==> src/hw/rmx_regs.vh <==
`ifndef RMX_REGS_VH
`define RMX_REGS_VH
`define RMX_STEPS 8
`define RMX_T_WIDTH 3
`define RMX_STATE_FETCH 2'h0
`define RMX_STATE_EXEC 2'h1
`define RMX_STATE_EXEC2 2'h2
`define RMX_OP_RESERVED 8'h68
`define RMX_OP_ADV_X 8'h60
`define RMX_OP_LD_X 8'hF0
`define RMX_OP_LD_XA 8'h72
`define RMX_OP_LD_IMM 8'hF8
`define RMX_OP_ST_XD 8'h73
`define RMX_OP_OR_X 8'hF1
`define RMX_OP_AND_X 8'hF2
`define RMX_OP_XOR_X 8'hF3
`define RMX_OP_OR_I 8'hF9
`define RMX_OP_AND_I 8'hFA
`define RMX_OP_XOR_I 8'hFB
`define RMX_TY_LOADN 4'h0
`define RMX_TY_INC 4'h1
`define RMX_TY_DEC 4'h2
`define RMX_TY_LDA 4'h4
`define RMX_TY_STR 4'h5
`define RMX_TY_GLO 4'h8
`define RMX_TY_GHI 4'h9
`define RMX_TY_PLO 4'hA
`define RMX_TY_PHI 4'hB
`define RMX_TY_LBR 4'hC
`define RMX_T_ADDR 3'h1
`define RMX_T_DATA 3'h5
`define RMX_T_LAST 3'h7
`endif

==> src/hw/rmx_exec.v <==
`timescale 1ns/1ps
`default_nettype none
`include "rmx_regs.vh"

module rmx_exec (
  input wire mclk_i,
  input wire sys_rst_i,
  input wire [3:0] pc_sel_i,
  input wire [3:0] idx_sel_i,
  input wire pc_sel_wr_i,
  input wire idx_sel_wr_i,
  input wire [7:0] mem_rdata_i,
  input wire carry_flag_i,
  input wire out_flag_i,
  output reg [15:0] mem_addr_o,
  output reg [7:0] mem_wdata_o,
  output reg mem_rd_o,
  output reg mem_wr_o,
  output reg [1:0] state_o,
  output reg [7:0] accum_o,
  output reg [3:0] type_digit_o,
  output reg [3:0] code_digit_o,
  output reg [3:0] pc_sel_o,
  output reg [3:0] idx_sel_o,
  output reg carry_flag_o,
  output reg out_flag_o,
  output wire cycle_end_o,
  output wire reserved_op_o
);

////////////////////////////////////////////////////////////////////////////////
// Functions

function [15:0] rmx_step;
  input [15:0] val;
  input down;
  begin
    if (down) begin
      rmx_step = val - 16'h0001;
    end else begin
      rmx_step = val + 16'h0001;
    end
  end
endfunction

// Bitwise ops share one operand path; low code bits pick the operation
function [7:0] rmx_logic;
  input [7:0] acc;
  input [7:0] opnd;
  input [1:0] sel;
  begin
    if (sel == 2'h1) begin
      rmx_logic = acc | opnd;
    end else if (sel == 2'h2) begin
      rmx_logic = acc & opnd;
    end else begin
      rmx_logic = acc ^ opnd;
    end
  end
endfunction

// Bitwise codes of one addressing form, indexed or immediate
function rmx_is_bitwise;
  input [7:0] op;
  input imm;
  begin
    if (imm) begin
      rmx_is_bitwise = (op == `RMX_OP_OR_I) || (op == `RMX_OP_AND_I) || (op == `RMX_OP_XOR_I);
    end else begin
      rmx_is_bitwise = (op == `RMX_OP_OR_X) || (op == `RMX_OP_AND_X) || (op == `RMX_OP_XOR_X);
    end
  end
endfunction

////////////////////////////////////////////////////////////////////////////////
// Storage

reg [15:0] scratch_q [0:15];
reg [`RMX_T_WIDTH-1:0] tick_q;
reg carry_meta_q;
reg out_meta_q;
reg [3:0] ptr_sel;
reg ptr_post;
reg ptr_down;
reg is_load;
reg is_store;
reg is_logic;
reg exec_long;
integer k;

wire [7:0] opcode = {type_digit_o, code_digit_o};
wire [15:0] ptr_val = scratch_q[ptr_sel];

////////////////////////////////////////////////////////////////////////////////
// Tick phases and status outputs

wire is_fetch = (state_o == `RMX_STATE_FETCH);
wire at_addr = (tick_q == `RMX_T_ADDR);
wire at_data = (tick_q == `RMX_T_DATA);
wire at_last = (tick_q == `RMX_T_LAST);
wire exec_data = at_data && (state_o == `RMX_STATE_EXEC);

assign cycle_end_o = at_last;
// Reserved code is executed as a no-op; callers must not present it
assign reserved_op_o = (state_o != `RMX_STATE_FETCH) && (opcode == `RMX_OP_RESERVED);

////////////////////////////////////////////////////////////////////////////////
// Decode of the execute-cycle memory access

always @* begin
  ptr_sel = code_digit_o;
  ptr_post = 1'b0;
  ptr_down = 1'b0;
  is_load = 1'b0;
  is_store = 1'b0;
  is_logic = 1'b0;
  exec_long = (type_digit_o == `RMX_TY_LBR);
  if (state_o == `RMX_STATE_FETCH) begin
    ptr_sel = pc_sel_o;
  end else if (type_digit_o == `RMX_TY_LOADN && code_digit_o != 4'h0) begin
    is_load = 1'b1;
  end else if (type_digit_o == `RMX_TY_LDA) begin
    is_load = 1'b1;
    ptr_post = 1'b1;
  end else if (type_digit_o == `RMX_TY_STR) begin
    is_store = 1'b1;
  end else if (opcode == `RMX_OP_LD_X) begin
    is_load = 1'b1;
    ptr_sel = idx_sel_o;
  end else if (opcode == `RMX_OP_LD_XA) begin
    is_load = 1'b1;
    ptr_sel = idx_sel_o;
    ptr_post = 1'b1;
  end else if (opcode == `RMX_OP_LD_IMM) begin
    is_load = 1'b1;
    ptr_sel = pc_sel_o;
    ptr_post = 1'b1;
  end else if (opcode == `RMX_OP_ST_XD) begin
    is_store = 1'b1;
    ptr_sel = idx_sel_o;
    ptr_post = 1'b1;
    ptr_down = 1'b1;
  end else if (rmx_is_bitwise(opcode, 1'b0)) begin
    is_logic = 1'b1;
    ptr_sel = idx_sel_o;
  end else if (rmx_is_bitwise(opcode, 1'b1)) begin
    is_logic = 1'b1;
    ptr_sel = pc_sel_o;
    ptr_post = 1'b1;
  end
end

////////////////////////////////////////////////////////////////////////////////
// Cycle counter; eight ticks make one machine cycle

always @(posedge mclk_i) begin
  if (sys_rst_i) begin
    tick_q <= {`RMX_T_WIDTH{1'b0}};
  end else begin
    tick_q <= tick_q + {{(`RMX_T_WIDTH-1){1'b0}}, 1'b1};
  end
end

////////////////////////////////////////////////////////////////////////////////
// Fetch and execute sequencing

always @(posedge mclk_i) begin
  if (sys_rst_i) begin
    state_o <= `RMX_STATE_FETCH;
  end else if (at_last) begin
    // Long ops get a second, otherwise idle, execute cycle
    case (state_o)
      `RMX_STATE_FETCH: begin
        state_o <= `RMX_STATE_EXEC;
      end
      `RMX_STATE_EXEC: begin
        if (exec_long) begin
          state_o <= `RMX_STATE_EXEC2;
        end else begin
          state_o <= `RMX_STATE_FETCH;
        end
      end
      default: begin
        state_o <= `RMX_STATE_FETCH;
      end
    endcase
  end
end

////////////////////////////////////////////////////////////////////////////////
// Pointer selectors

// Written any time; a write mid-cycle moves the pointer at once
always @(posedge mclk_i) begin
  if (sys_rst_i) begin
    pc_sel_o <= 4'h0;
    idx_sel_o <= 4'h0;
  end else begin
    if (pc_sel_wr_i) begin
      pc_sel_o <= pc_sel_i;
    end
    if (idx_sel_wr_i) begin
      idx_sel_o <= idx_sel_i;
    end
  end
end

////////////////////////////////////////////////////////////////////////////////
// Flag pins

// Asynchronous pins; two stages before anything reads them
always @(posedge mclk_i) begin
  if (sys_rst_i) begin
    carry_meta_q <= 1'b0;
    carry_flag_o <= 1'b0;
  end else begin
    carry_meta_q <= carry_flag_i;
    carry_flag_o <= carry_meta_q;
  end
end

always @(posedge mclk_i) begin
  if (sys_rst_i) begin
    out_meta_q <= 1'b0;
    out_flag_o <= 1'b0;
  end else begin
    out_meta_q <= out_flag_i;
    out_flag_o <= out_meta_q;
  end
end

////////////////////////////////////////////////////////////////////////////////
// Memory interface

// Address and data launch at tick 1 and stand for the whole cycle
always @(posedge mclk_i) begin
  if (sys_rst_i) begin
    mem_addr_o <= 16'h0000;
    mem_wdata_o <= 8'h00;
    mem_rd_o <= 1'b0;
    mem_wr_o <= 1'b0;
  end else begin
    mem_rd_o <= 1'b0;
    mem_wr_o <= 1'b0;
    if (at_addr) begin
      mem_addr_o <= ptr_val;
      mem_wdata_o <= accum_o;
      mem_rd_o <= is_fetch || is_load || is_logic;
      mem_wr_o <= !is_fetch && is_store;
    end
  end
end

////////////////////////////////////////////////////////////////////////////////
// Instruction digits

// Digits hold through execute; the decode reads them
always @(posedge mclk_i) begin
  if (sys_rst_i) begin
    type_digit_o <= 4'h0;
    code_digit_o <= 4'h0;
  end else if (is_fetch && at_data) begin
    type_digit_o <= mem_rdata_i[7:4];
    code_digit_o <= mem_rdata_i[3:0];
  end
end

////////////////////////////////////////////////////////////////////////////////
// Accumulator

// Reserved and unlisted codes fall through untouched
always @(posedge mclk_i) begin
  if (sys_rst_i) begin
    accum_o <= 8'h00;
  end else if (exec_data) begin
    if (type_digit_o == `RMX_TY_GLO) begin
      accum_o <= scratch_q[code_digit_o][7:0];
    end else if (type_digit_o == `RMX_TY_GHI) begin
      accum_o <= scratch_q[code_digit_o][15:8];
    end else if (is_load) begin
      accum_o <= mem_rdata_i;
    end else if (is_logic) begin
      accum_o <= rmx_logic(accum_o, mem_rdata_i, code_digit_o[1:0]);
    end
  end
end

////////////////////////////////////////////////////////////////////////////////
// Scratch-pad file

// One write port: each cycle touches at most one register
// Fetch advance and execute writes never share a cycle
always @(posedge mclk_i) begin
  if (sys_rst_i) begin
    for (k = 0; k < 16; k = k + 1) begin
      scratch_q[k] <= 16'h0000;
    end
  end else if (is_fetch && at_data) begin
    scratch_q[pc_sel_o] <= rmx_step(ptr_val, 1'b0);
  end else if (exec_data) begin
    if (type_digit_o == `RMX_TY_INC) begin
      scratch_q[code_digit_o] <= rmx_step(scratch_q[code_digit_o], 1'b0);
    end else if (type_digit_o == `RMX_TY_DEC) begin
      scratch_q[code_digit_o] <= rmx_step(scratch_q[code_digit_o], 1'b1);
    end else if (type_digit_o == `RMX_TY_PLO) begin
      scratch_q[code_digit_o][7:0] <= accum_o;
    end else if (type_digit_o == `RMX_TY_PHI) begin
      scratch_q[code_digit_o][15:8] <= accum_o;
    end else if (opcode == `RMX_OP_ADV_X) begin
      scratch_q[idx_sel_o] <= rmx_step(scratch_q[idx_sel_o], 1'b0);
    end else if (ptr_post) begin
      // Pointer moves at the edge where a load takes its byte; a store wrote its byte three ticks earlier
      scratch_q[ptr_sel] <= rmx_step(ptr_val, ptr_down);
    end
  end
end

endmodule // rmx_exec
`default_nettype wire

==> config.mk <==
export PLATFORM = sky130hd
export DESIGN_NAME = rmx_exec
export DESIGN_NICKNAME = d
export VERILOG_FILES = /design/src/hw/rmx_exec.v
export VERILOG_INCLUDE_DIRS = /design/src /design/src/hw
export SDC_FILE = /design/constraint.sdc
export NUM_CORES = 1
export LEC_CHECK = 0
export ABC_AREA = 0
export BUFFER_PORTS_ARGS = -buffer_cell sky130_fd_sc_hd__buf_2
export CORE_ASPECT_RATIO = 1.1
export CORE_UTILIZATION = 55
export DETAILED_ROUTE_END_ITERATION = 6
export GPL_TIMING_DRIVEN = 0
export MAX_ROUTING_LAYER = met4
export PLACE_DENSITY_LB_ADDON = 0.15
export REMOVE_ABC_BUFFERS = 1
export SLEW_MARGIN = 15
export SYNTH_ARGS = -nofsm -noshare
export SYNTH_HDL_FRONTEND = slang
export SYNTH_SLANG_ARGS = --single-unit
==> constraint.sdc <==
create_clock -name mclk_i -period 6.3 [get_ports mclk_i]
set_input_delay 0.315 -clock mclk_i [delete_from_list [all_inputs] [get_ports mclk_i]]
set_output_delay 0.315 -clock mclk_i [all_outputs]
set_load 0.05 [all_outputs]
==> results.md, run 1 <==
| Parameter | Value |
| --- | --- |
| Number of placement rows | 77 |
| Worst hold path type | in2reg |
| Max Buffers Root-to-Sink | 3 |
| Compound-gate portion of the synthesized area | 0.148 |
| Slowest library cell on the worst path | sky130_fd_sc_hd__a311oi_1 |
| Iteration-0 DRC count of the detailed router | 3768 |
| Leading cell types in the layout, fill and taps excluded | sky130_fd_sc_hd__nor2_1 (297), sky130_fd_sc_hd__nand2_1 (283), sky130_fd_sc_hd__edfxtp_1 (256), sky130_fd_sc_hd__a21oi_1 (161), sky130_fd_sc_hd__mux4_2 (156) |
| Worst-margin pin slew | 1.15 ns |
| Number of clock sinks | 323 |
| Average size of a mapped cell | 10.1 um2 |
| Flip-flop and latch count after synthesis | 323 |
| Failing checks | DRC |
| Register Area | 0.00905 mm2 |
| Gate count after technology mapping | 2256 |
| Share of synthesized area spent on multiplexers | 0.185 |
| Crit Path Class | reg2reg |
| # port buffers | 77 |
| Die width | 196 um |
| Clock tree root driver cell | sky130_fd_sc_hd__clkbuf_16 |
| DIE HEIGHT | 215 um |
| Count of synthesis-stage warnings from yosys | 0 |
| Via count of the first global-routing pass | 19300 |
| Area of the die | 0.0422 mm2 |
| Post-route fraction of the period consumed by the critical path | 0.986 |
| First-pass GRT wire length | 127000 um |
| First-pass DRT Iterations | 7 |
| Ratio of cells with drive above 1 in the final layout | 0.176 |
| Largest family of logic cells by synthesized area | simple AND/OR/NAND/NOR gates |
| Worst Path Max Fanout | 22 |
| Post-synth top area cell | sky130_fd_sc_hd__edfxtp_1 |
| Number of distinct standard cells referenced by the synthesized netlist | 92 |
| Post-route cell area | 0.0252 mm2 |
| Clock transition at the registers of the reported paths | 0.06 ns |
| Family with the most delay on the worst path | compound AO/OA/AOI/OAI gates |
| Final core area utilization | 0.622 |
| Total area of multi-input combinational cells | 0.0130 mm2 |
| Setup slack of the most critical reg-to-reg path | 0.09 ns |
| Largest voltage drop on the vdd net | 188 uV |
| CP Launch Point | type_digit_o[0] |
| Clock period minus worst slack | 6.21 ns |
| Crit path buf inv count | 3 |
| Starting Density | 0.562 |
| Clock insertion delay at the later pin of the skew report | 0.57 ns |
| Area growth from synthesis to layout | 10.6% |
| Kind of end point of the critical path | flop |
| Leading cell type in the layout, fill and taps excluded | sky130_fd_sc_hd__nor2_1 |
| Slew Viols, Final | 0 |
| Average routed wire per standard cell | 31.3 um |
| Weighted congestion reported at the end of routability-driven placement | 1.01 |
| HPWL Detailed | 61800 um |
| Status | finished, violations left |
| Final hold violations | 0 |
| Worst max-slew margin expressed relative to the limit | 0.230 |
| Number of enable-type register cells in the synthesized netlist | 256 |
| Core region area | 0.0405 mm2 |
| # Max-Cap Violations | 0 |
| WP data arrival | 6.49 ns |
| Synth Area in XOR/XNOR | 0.0173 |
| Total chip power | 5.87 mW |
| Vias per cell | 7.49 |
| Number of buffers created by CTS | 36 |
| Source of the worst hold timing path | pc_sel_i[0] |
| TritonCTS clock tree | built |
| Maximum number of pins on one net before global-route repair | 67 |
| Boundary Pins | 78 |
| CP most frequent cell | sky130_fd_sc_hd__buf_6 |
| Endpoints failing setup | 0 |
| Total Neg Setup Slack | 0 ns |
| Critical path's largest stage delay | 0.78 ns |
| Ys flop type | sky130_fd_sc_hd__edfxtp_1 |
| H-tree depth | 2 |
| Global route overflow | 0 |
| Setup repair after global routing missed its margin | yes |
| DRC errors left | 2 |
| Number of filler instances in the final layout | 3323 |
| Initial antenna violation count | 0 |
| Largest cells by area after synthesis | sky130_fd_sc_hd__edfxtp_1 (34%), sky130_fd_sc_hd__mux4_2 (15%), sky130_fd_sc_hd__dfxtp_1 (5.9%), sky130_fd_sc_hd__nor2_1 (5.0%), sky130_fd_sc_hd__nand2_1 (4.7%) |
| Overall routed net length | 87300 um |
| Worst R2R Start | type_digit_o[0] |
| Remaining number of nets flagged by the antenna check after routing | 0 |
| Fin nets | 2306 |
| Simple-gate share of the synthesized area | 0.189 |
| Sequential cell area fraction in the yosys report | 0.397 |
| Async set or reset register ratio after synthesis | 0 |
| Global-route usage over all layers | 0.422 |
| Setup WS post-layout | 0.0908 ns |
| Placement Setup Slack | -0.663 ns |
| Final Skew | 0.0194 ns |
| Startpoint kind of the worst setup timing path | flop |
| Standard cell area after detailed placement | 0.0237 mm2 |
| Vias post-DR | 20900 |
| Synthesized area | 0.0227 mm2 |
| Power density normalized to cell area | 233 mW/mm2 |
| Series of cell instances along the critical path | and4b_1 > a211oi_1 > a211oi_4 > buf_6 > buf_6 > buf_8 > nand2_1 > and3_1 > a311oi_1 > nor3_2 > or3b_4 > nor4_1 > a41oi_1 > mux2i_4 > a21oi_1 |
| Post-Synth Adder-Cell Area | 0.0207 |
| Total leakage power | 8.62 nW |
| Required time at the endpoint of the critical path | 6.58 ns |
| Portion of synthesized cell area occupied by the leading cell type | 0.338 |
| Upper clock frequency limit | 0.161 GHz |
[metrics by stage]
stage | hold slack [ns] | instances
final | 0.00546 | 2788
after global routing | 0.0389 | 2787
after global placement | 0.430 | 2677
after CTS | 0.00452 | 2785
after floorplan | 0.382 | 2087
after detailed placement | 0.442 | 2713
[per-layer routing]
metal	wire length, um	global-route usage	part of all wire
met1	32000	0.550	0.37
met2	37300	0.598	0.43
met3	12800	0.131	0.15
met4	5260	0.200	0.060
met5	0	-	0
[path summary, 6_finish.rpt]
check / end / cells past startpoint
worst max-delay path: scratch_q[15][15] / 15
worst min-delay path: pc_sel_o[0] / 3
worst max register to register: scratch_q[15][15] / 15
worst min register to register: mem_wdata_o[5] / 2
[cell type report]
| type | count | share of cell area |
|---|---|---|
| diodes | 1 | 0.0000994 |
| clock buffers | 52 | 0.0461 |
| clock inverters | 13 | 0.00308 |
| inverters | 36 | 0.00537 |
| multi-input cells | 1730 | 0.516 |
| flip-flops and latches | 323 | 0.360 |
| well taps | 513 | 0.0255 |
| repair buffers | 120 | 0.0437 |
[cell usage after synthesis (31+ instances only)]
cell                         n
sky130_fd_sc_hd__xnor2_1    31
sky130_fd_sc_hd__nor3_1     44
sky130_fd_sc_hd__nand4_1    35
sky130_fd_sc_hd__nor2b_1    38
sky130_fd_sc_hd__nand2b_1   41
sky130_fd_sc_hd__o211ai_1   32
sky130_fd_sc_hd__dfxtp_1    67
sky130_fd_sc_hd__nor2_1    301
sky130_fd_sc_hd__edfxtp_1  256
sky130_fd_sc_hd__clkbuf_1   67
sky130_fd_sc_hd__a311oi_1   31
sky130_fd_sc_hd__buf_2      58
sky130_fd_sc_hd__mux2i_1    65
sky130_fd_sc_hd__and3_1     45
sky130_fd_sc_hd__a21oi_1   168
sky130_fd_sc_hd__nand3_1    85
sky130_fd_sc_hd__ha_1       36
sky130_fd_sc_hd__a211oi_1   61
sky130_fd_sc_hd__mux4_2    156
sky130_fd_sc_hd__nand2_1   284
sky130_fd_sc_hd__inv_1      36
sky130_fd_sc_hd__o21ai_0    46
[power breakdown]
group          total [mW]  leakage (nW)  internal (mW)  switching, mW
Clock                2.21         0.603           1.29          0.926
Sequential           2.49          3.19           2.37          0.114
Combinational        1.17          4.82          0.404          0.771
[worst register-to-register path, delay by kind of cell (launching register included)]
kind	cells	cell delay (ns)
compound gates	5	1.91
buf+inv	3	0.72
flops	1	0.70
mux	1	0.67
simple gates	6	1.93
[repair_timing]
| action | in CTS | in global routing |
|---|---|---|
| hold endpoints to repair | 5 | 0 |
| hold buffers | 5 | 0 |
| setup endpoints to repair | 161 | 135 |
| setup buffers | 2 | 0 |
| pin swaps | 1 | 2 |
| cloned | 0 | 2 |
| resized for setup | 6 | 11 |
[registers in the layout, indices dropped and copies added (netlist names), named ones only]
register      count
out_flag_o        1
mem_wdata_o       8
carry_flag_o      1
accum_o           8
mem_addr_o       16
mem_wr_o          1
out_meta_q        1
idx_sel_o         4
scratch_q       256
type_digit_o      4
state_o           2
code_digit_o      4
tick_q            3
carry_meta_q      1
mem_rd_o          1
pc_sel_o          4
[logic make-up (layout without fill, tap and decap cells)]
group           Yosys count  count (layout)
mux                     224             224
fa+ha+maj                37              37
simple gates            934             935
other cells               0               1
buf+inv                 205             221
flops                   323             323
xor+xnor                 45              45
compound gates          488             489
(Power assumes the default switching activity.)
==> inputs of run 2 (changes only) <==
CELL_PAD_IN_SITES_DETAIL_PLACEMENT = 1   (was unset)
CELL_PAD_IN_SITES_GLOBAL_PLACEMENT = 2   (was unset)
CORE_UTILIZATION = 42   (was 55)
PLACE_DENSITY = 0.84   (was unset)
PLACE_DENSITY_LB_ADDON = unset   (was 0.15)
==> run 2 against run 1 <==
  * The flow now finishes without violations
  * Fmax up 0.33%
  * Die area rose by 31%
  * Clock skew barely moved
  * First-iteration DRC count shrank 41%
  * Via count is 1.1% lower
  * Worst hold slack improved by 0.018 ns
  * Total power grew 2.2%
  * Highest routed layer unchanged
==> results.md, run 2 (synthesis results as in run 1) <==
| Parameter | Value | Delta |
| --- | --- | --- |
| Starting Density | 0.425 | -0.137 |
| DIE HEIGHT | 246 um | +14% |
| Final Skew | 0.0199 ns | +0.000451 ns |
| Worst max-slew margin expressed relative to the limit | 0.134 | -0.0954 |
| Status | finished, final reports clean |  |
| Iteration-0 DRC count of the detailed router | 2208 | -41% |
| Clock transition at the registers of the reported paths | 0.06 ns | about the same |
| Total chip power | 6.01 mW | +2.2% |
| Weighted congestion reported at the end of routability-driven placement | 0.966 | -3.9% |
| Series of cell instances along the critical path | and4b_2 > a311o_2 > nand2_4 > buf_16 > a21oi_2 > nand3_1 > and4b_1 > inv_1 > ha_1 > inv_1 > a2111oi_4 > nand3_1 > o21ai_0 > o211ai_1 > a221oi_4 > buf_12 > nor2_1 |  |
| Worst Path Max Fanout | 72 | +230% |
| Clock tree root driver cell | sky130_fd_sc_hd__clkbuf_16 |  |
| Average routed wire per standard cell | 32.2 um | +2.9% |
| Boundary Pins | 78 | unchanged |
| Worst-margin pin slew | 1.30 ns | +0.144 ns |
| Reg with most FFs | scratch_q |  |
| Crit Path Class | reg2reg |  |
| # Max-Cap Violations | 0 | unchanged |
| Leading cell types in the layout, fill and taps excluded | sky130_fd_sc_hd__nor2_1 (296), sky130_fd_sc_hd__nand2_1 (283), sky130_fd_sc_hd__edfxtp_1 (256), sky130_fd_sc_hd__a21oi_1 (160), sky130_fd_sc_hd__mux4_2 (156) |  |
| HPWL Detailed | 68800 um | +11% |
| Ratio of cells with drive above 1 in the final layout | 0.183 | +0.00655 |
| Power density normalized to cell area | 235 mW/mm2 | +0.79% |
| Largest register FFs | 256 | unchanged |
| Setup WS post-layout | 0.111 ns | +0.0202 ns |
| Fin nets | 2308 | +0.087% |
| Final hold violations | 0 | unchanged |
| Post-route fraction of the period consumed by the critical path | 0.982 | -0.00320 |
| Overall routed net length | 96900 um | +11% |
| Worst hold path type | in2reg |  |
| Number of filler instances in the final layout | 5866 | +77% |
| Startpoint kind of the worst setup timing path | flop |  |
| Clock period minus worst slack | 6.19 ns | -0.0202 ns |
| DRC errors left | 0 | -2 |
| Final core area utilization | 0.476 | -0.145 |
| Maximum number of pins on one net before global-route repair | 73 | +9.0% |
| Number of buffers created by CTS | 39 | +8.3% |
| Required time at the endpoint of the critical path | 6.60 ns | +0.02 ns |
| Largest voltage drop on the vdd net | 138 uV | -26% |
| Number of clock sinks | 323 | unchanged |
| Setup repair after global routing missed its margin | no |  |
| First-pass GRT wire length | 141000 um | +12% |
| H-tree depth | 2 | unchanged |
| Global-route usage over all layers | 0.362 | -0.0598 |
| Max Buffers Root-to-Sink | 3 | unchanged |
| Initial antenna violation count | 1 | +1 |
| Placement Setup Slack | -1.03 ns | -0.368 ns |
| Area of the die | 0.0551 mm2 | +31% |
| Vias post-DR | 20600 | -1.1% |
| Leading cell type in the layout, fill and taps excluded | sky130_fd_sc_hd__nor2_1 |  |
| Endpoints failing setup | 0 | unchanged |
| Core region area | 0.0536 mm2 | +32% |
| Global route overflow | 0 | unchanged |
| Area growth from synthesis to layout | 12.2% |  |
| Clock insertion delay at the later pin of the skew report | 0.58 ns | about the same |
| Number of placement rows | 89 | +16% |
| Remaining number of nets flagged by the antenna check after routing | 0 | unchanged |
| Vias per cell | 6.86 | -8.4% |
| # port buffers | 77 | unchanged |
| Largest registers | scratch_q: 256 flops, mem_addr_o: 16 flops |  |
| Die width | 224 um | +14% |
| Slew Viols, Final | 0 | unchanged |
| WP data arrival | 6.49 ns | about the same |
| Kind of end point of the critical path | flop |  |
| Upper clock frequency limit | 0.162 GHz | +0.33% |
| Slowest library cell on the worst path | sky130_fd_sc_hd__dfxtp_2 |  |
| First-pass DRT Iterations | 5 | -2 |
| Via count of the first global-routing pass | 20900 | +8.2% |
| Critical path's largest stage delay | 0.73 ns | -0.05 ns |
| TritonCTS clock tree | built |  |
| Total leakage power | 8.67 nW | +0.58% |
run 2: cell count changes in the layout (fill, tap and decap cells not counted), sizes merged:
cell	before	now
clkinv	10	9
nor2	302	303
bufinv	0	3
clkbuf	52	56
buf	115	113
inv	37	38
dlygate4sd3	5	6
and3	46	45
run 2: area by class of cell:
class,count,area [um2],area share
diodes,1,2.50,0.0000980
repair buffers,119,1100,0.0430
multi-input cells,1730,13000,0.510
well taps,728,911,0.0357
clock inverters,16,174,0.00681
flip-flops and latches,323,9060,0.355
clock buffers,56,1130,0.0442
inverters,36,135,0.00529
run 2: critical path, delay by kind of cell (launching register included):
kind                     cells  cell delay [ns]
AND/OR/NAND/NOR              6             1.74
AO/OA/AOI/OAI                6             2.24
adder cells (fa/ha/maj)      1             0.25
flip-flops                   1             0.73
buffers and inverters        4             0.84
run 2: report_power, final:
group	total (mW)	switching (mW)	internal (mW)
clock	2.36	0.987	1.37
combinational	1.16	0.771	0.391
sequential	2.48	0.111	2.37
total	6.01	1.87	4.14
run 2: metal layers:
layer  global-route usage  share of wire
met1                0.442           0.38
met3               0.0629          0.085
met5                    -              0
met4                0.197          0.057
met2                0.572           0.47
run 2: final timing paths:
path         depth (start not counted)  slack, ns          endpoint             from
min reg2reg                          2       0.45    mem_wdata_o[6]   mem_wdata_o[6]
max                                 17       0.11  scratch_q[5][10]  type_digit_o[0]
min                                  3       0.02      idx_sel_o[0]     idx_sel_i[0]
max reg2reg                         17       0.11  scratch_q[5][10]  type_digit_o[0]
run 2: what timing repair did:
| action | in CTS | in global routing |
|---|---|---|
| setup endpoints to repair | 233 | 267 |
| gates cloned | 1 | 1 |
| resized for setup | 14 | 13 |
| endpoints found under the hold margin | 6 | 0 |
| buffers inserted | 2 | 2 |
| hold buffers | 6 | 0 |
| pin swaps | 3 | 3 |
run 2: stage by stage:
step | instance area (um2) | std cells | TNS (ns) | hold WS, ns
global placement | 23200 | 2892 | -2585.65 | 0.428
finish | 25500 | 3009 | 0 | 0.0231
CTS | 25500 | 3005 | 0 | 0.00596
global route | 25500 | 3009 | 0 | 0.0297
detailed placement | 24000 | 2924 | -90.02 | 0.431
floorplan | 21900 | 2087 | -284.25 | 0.382
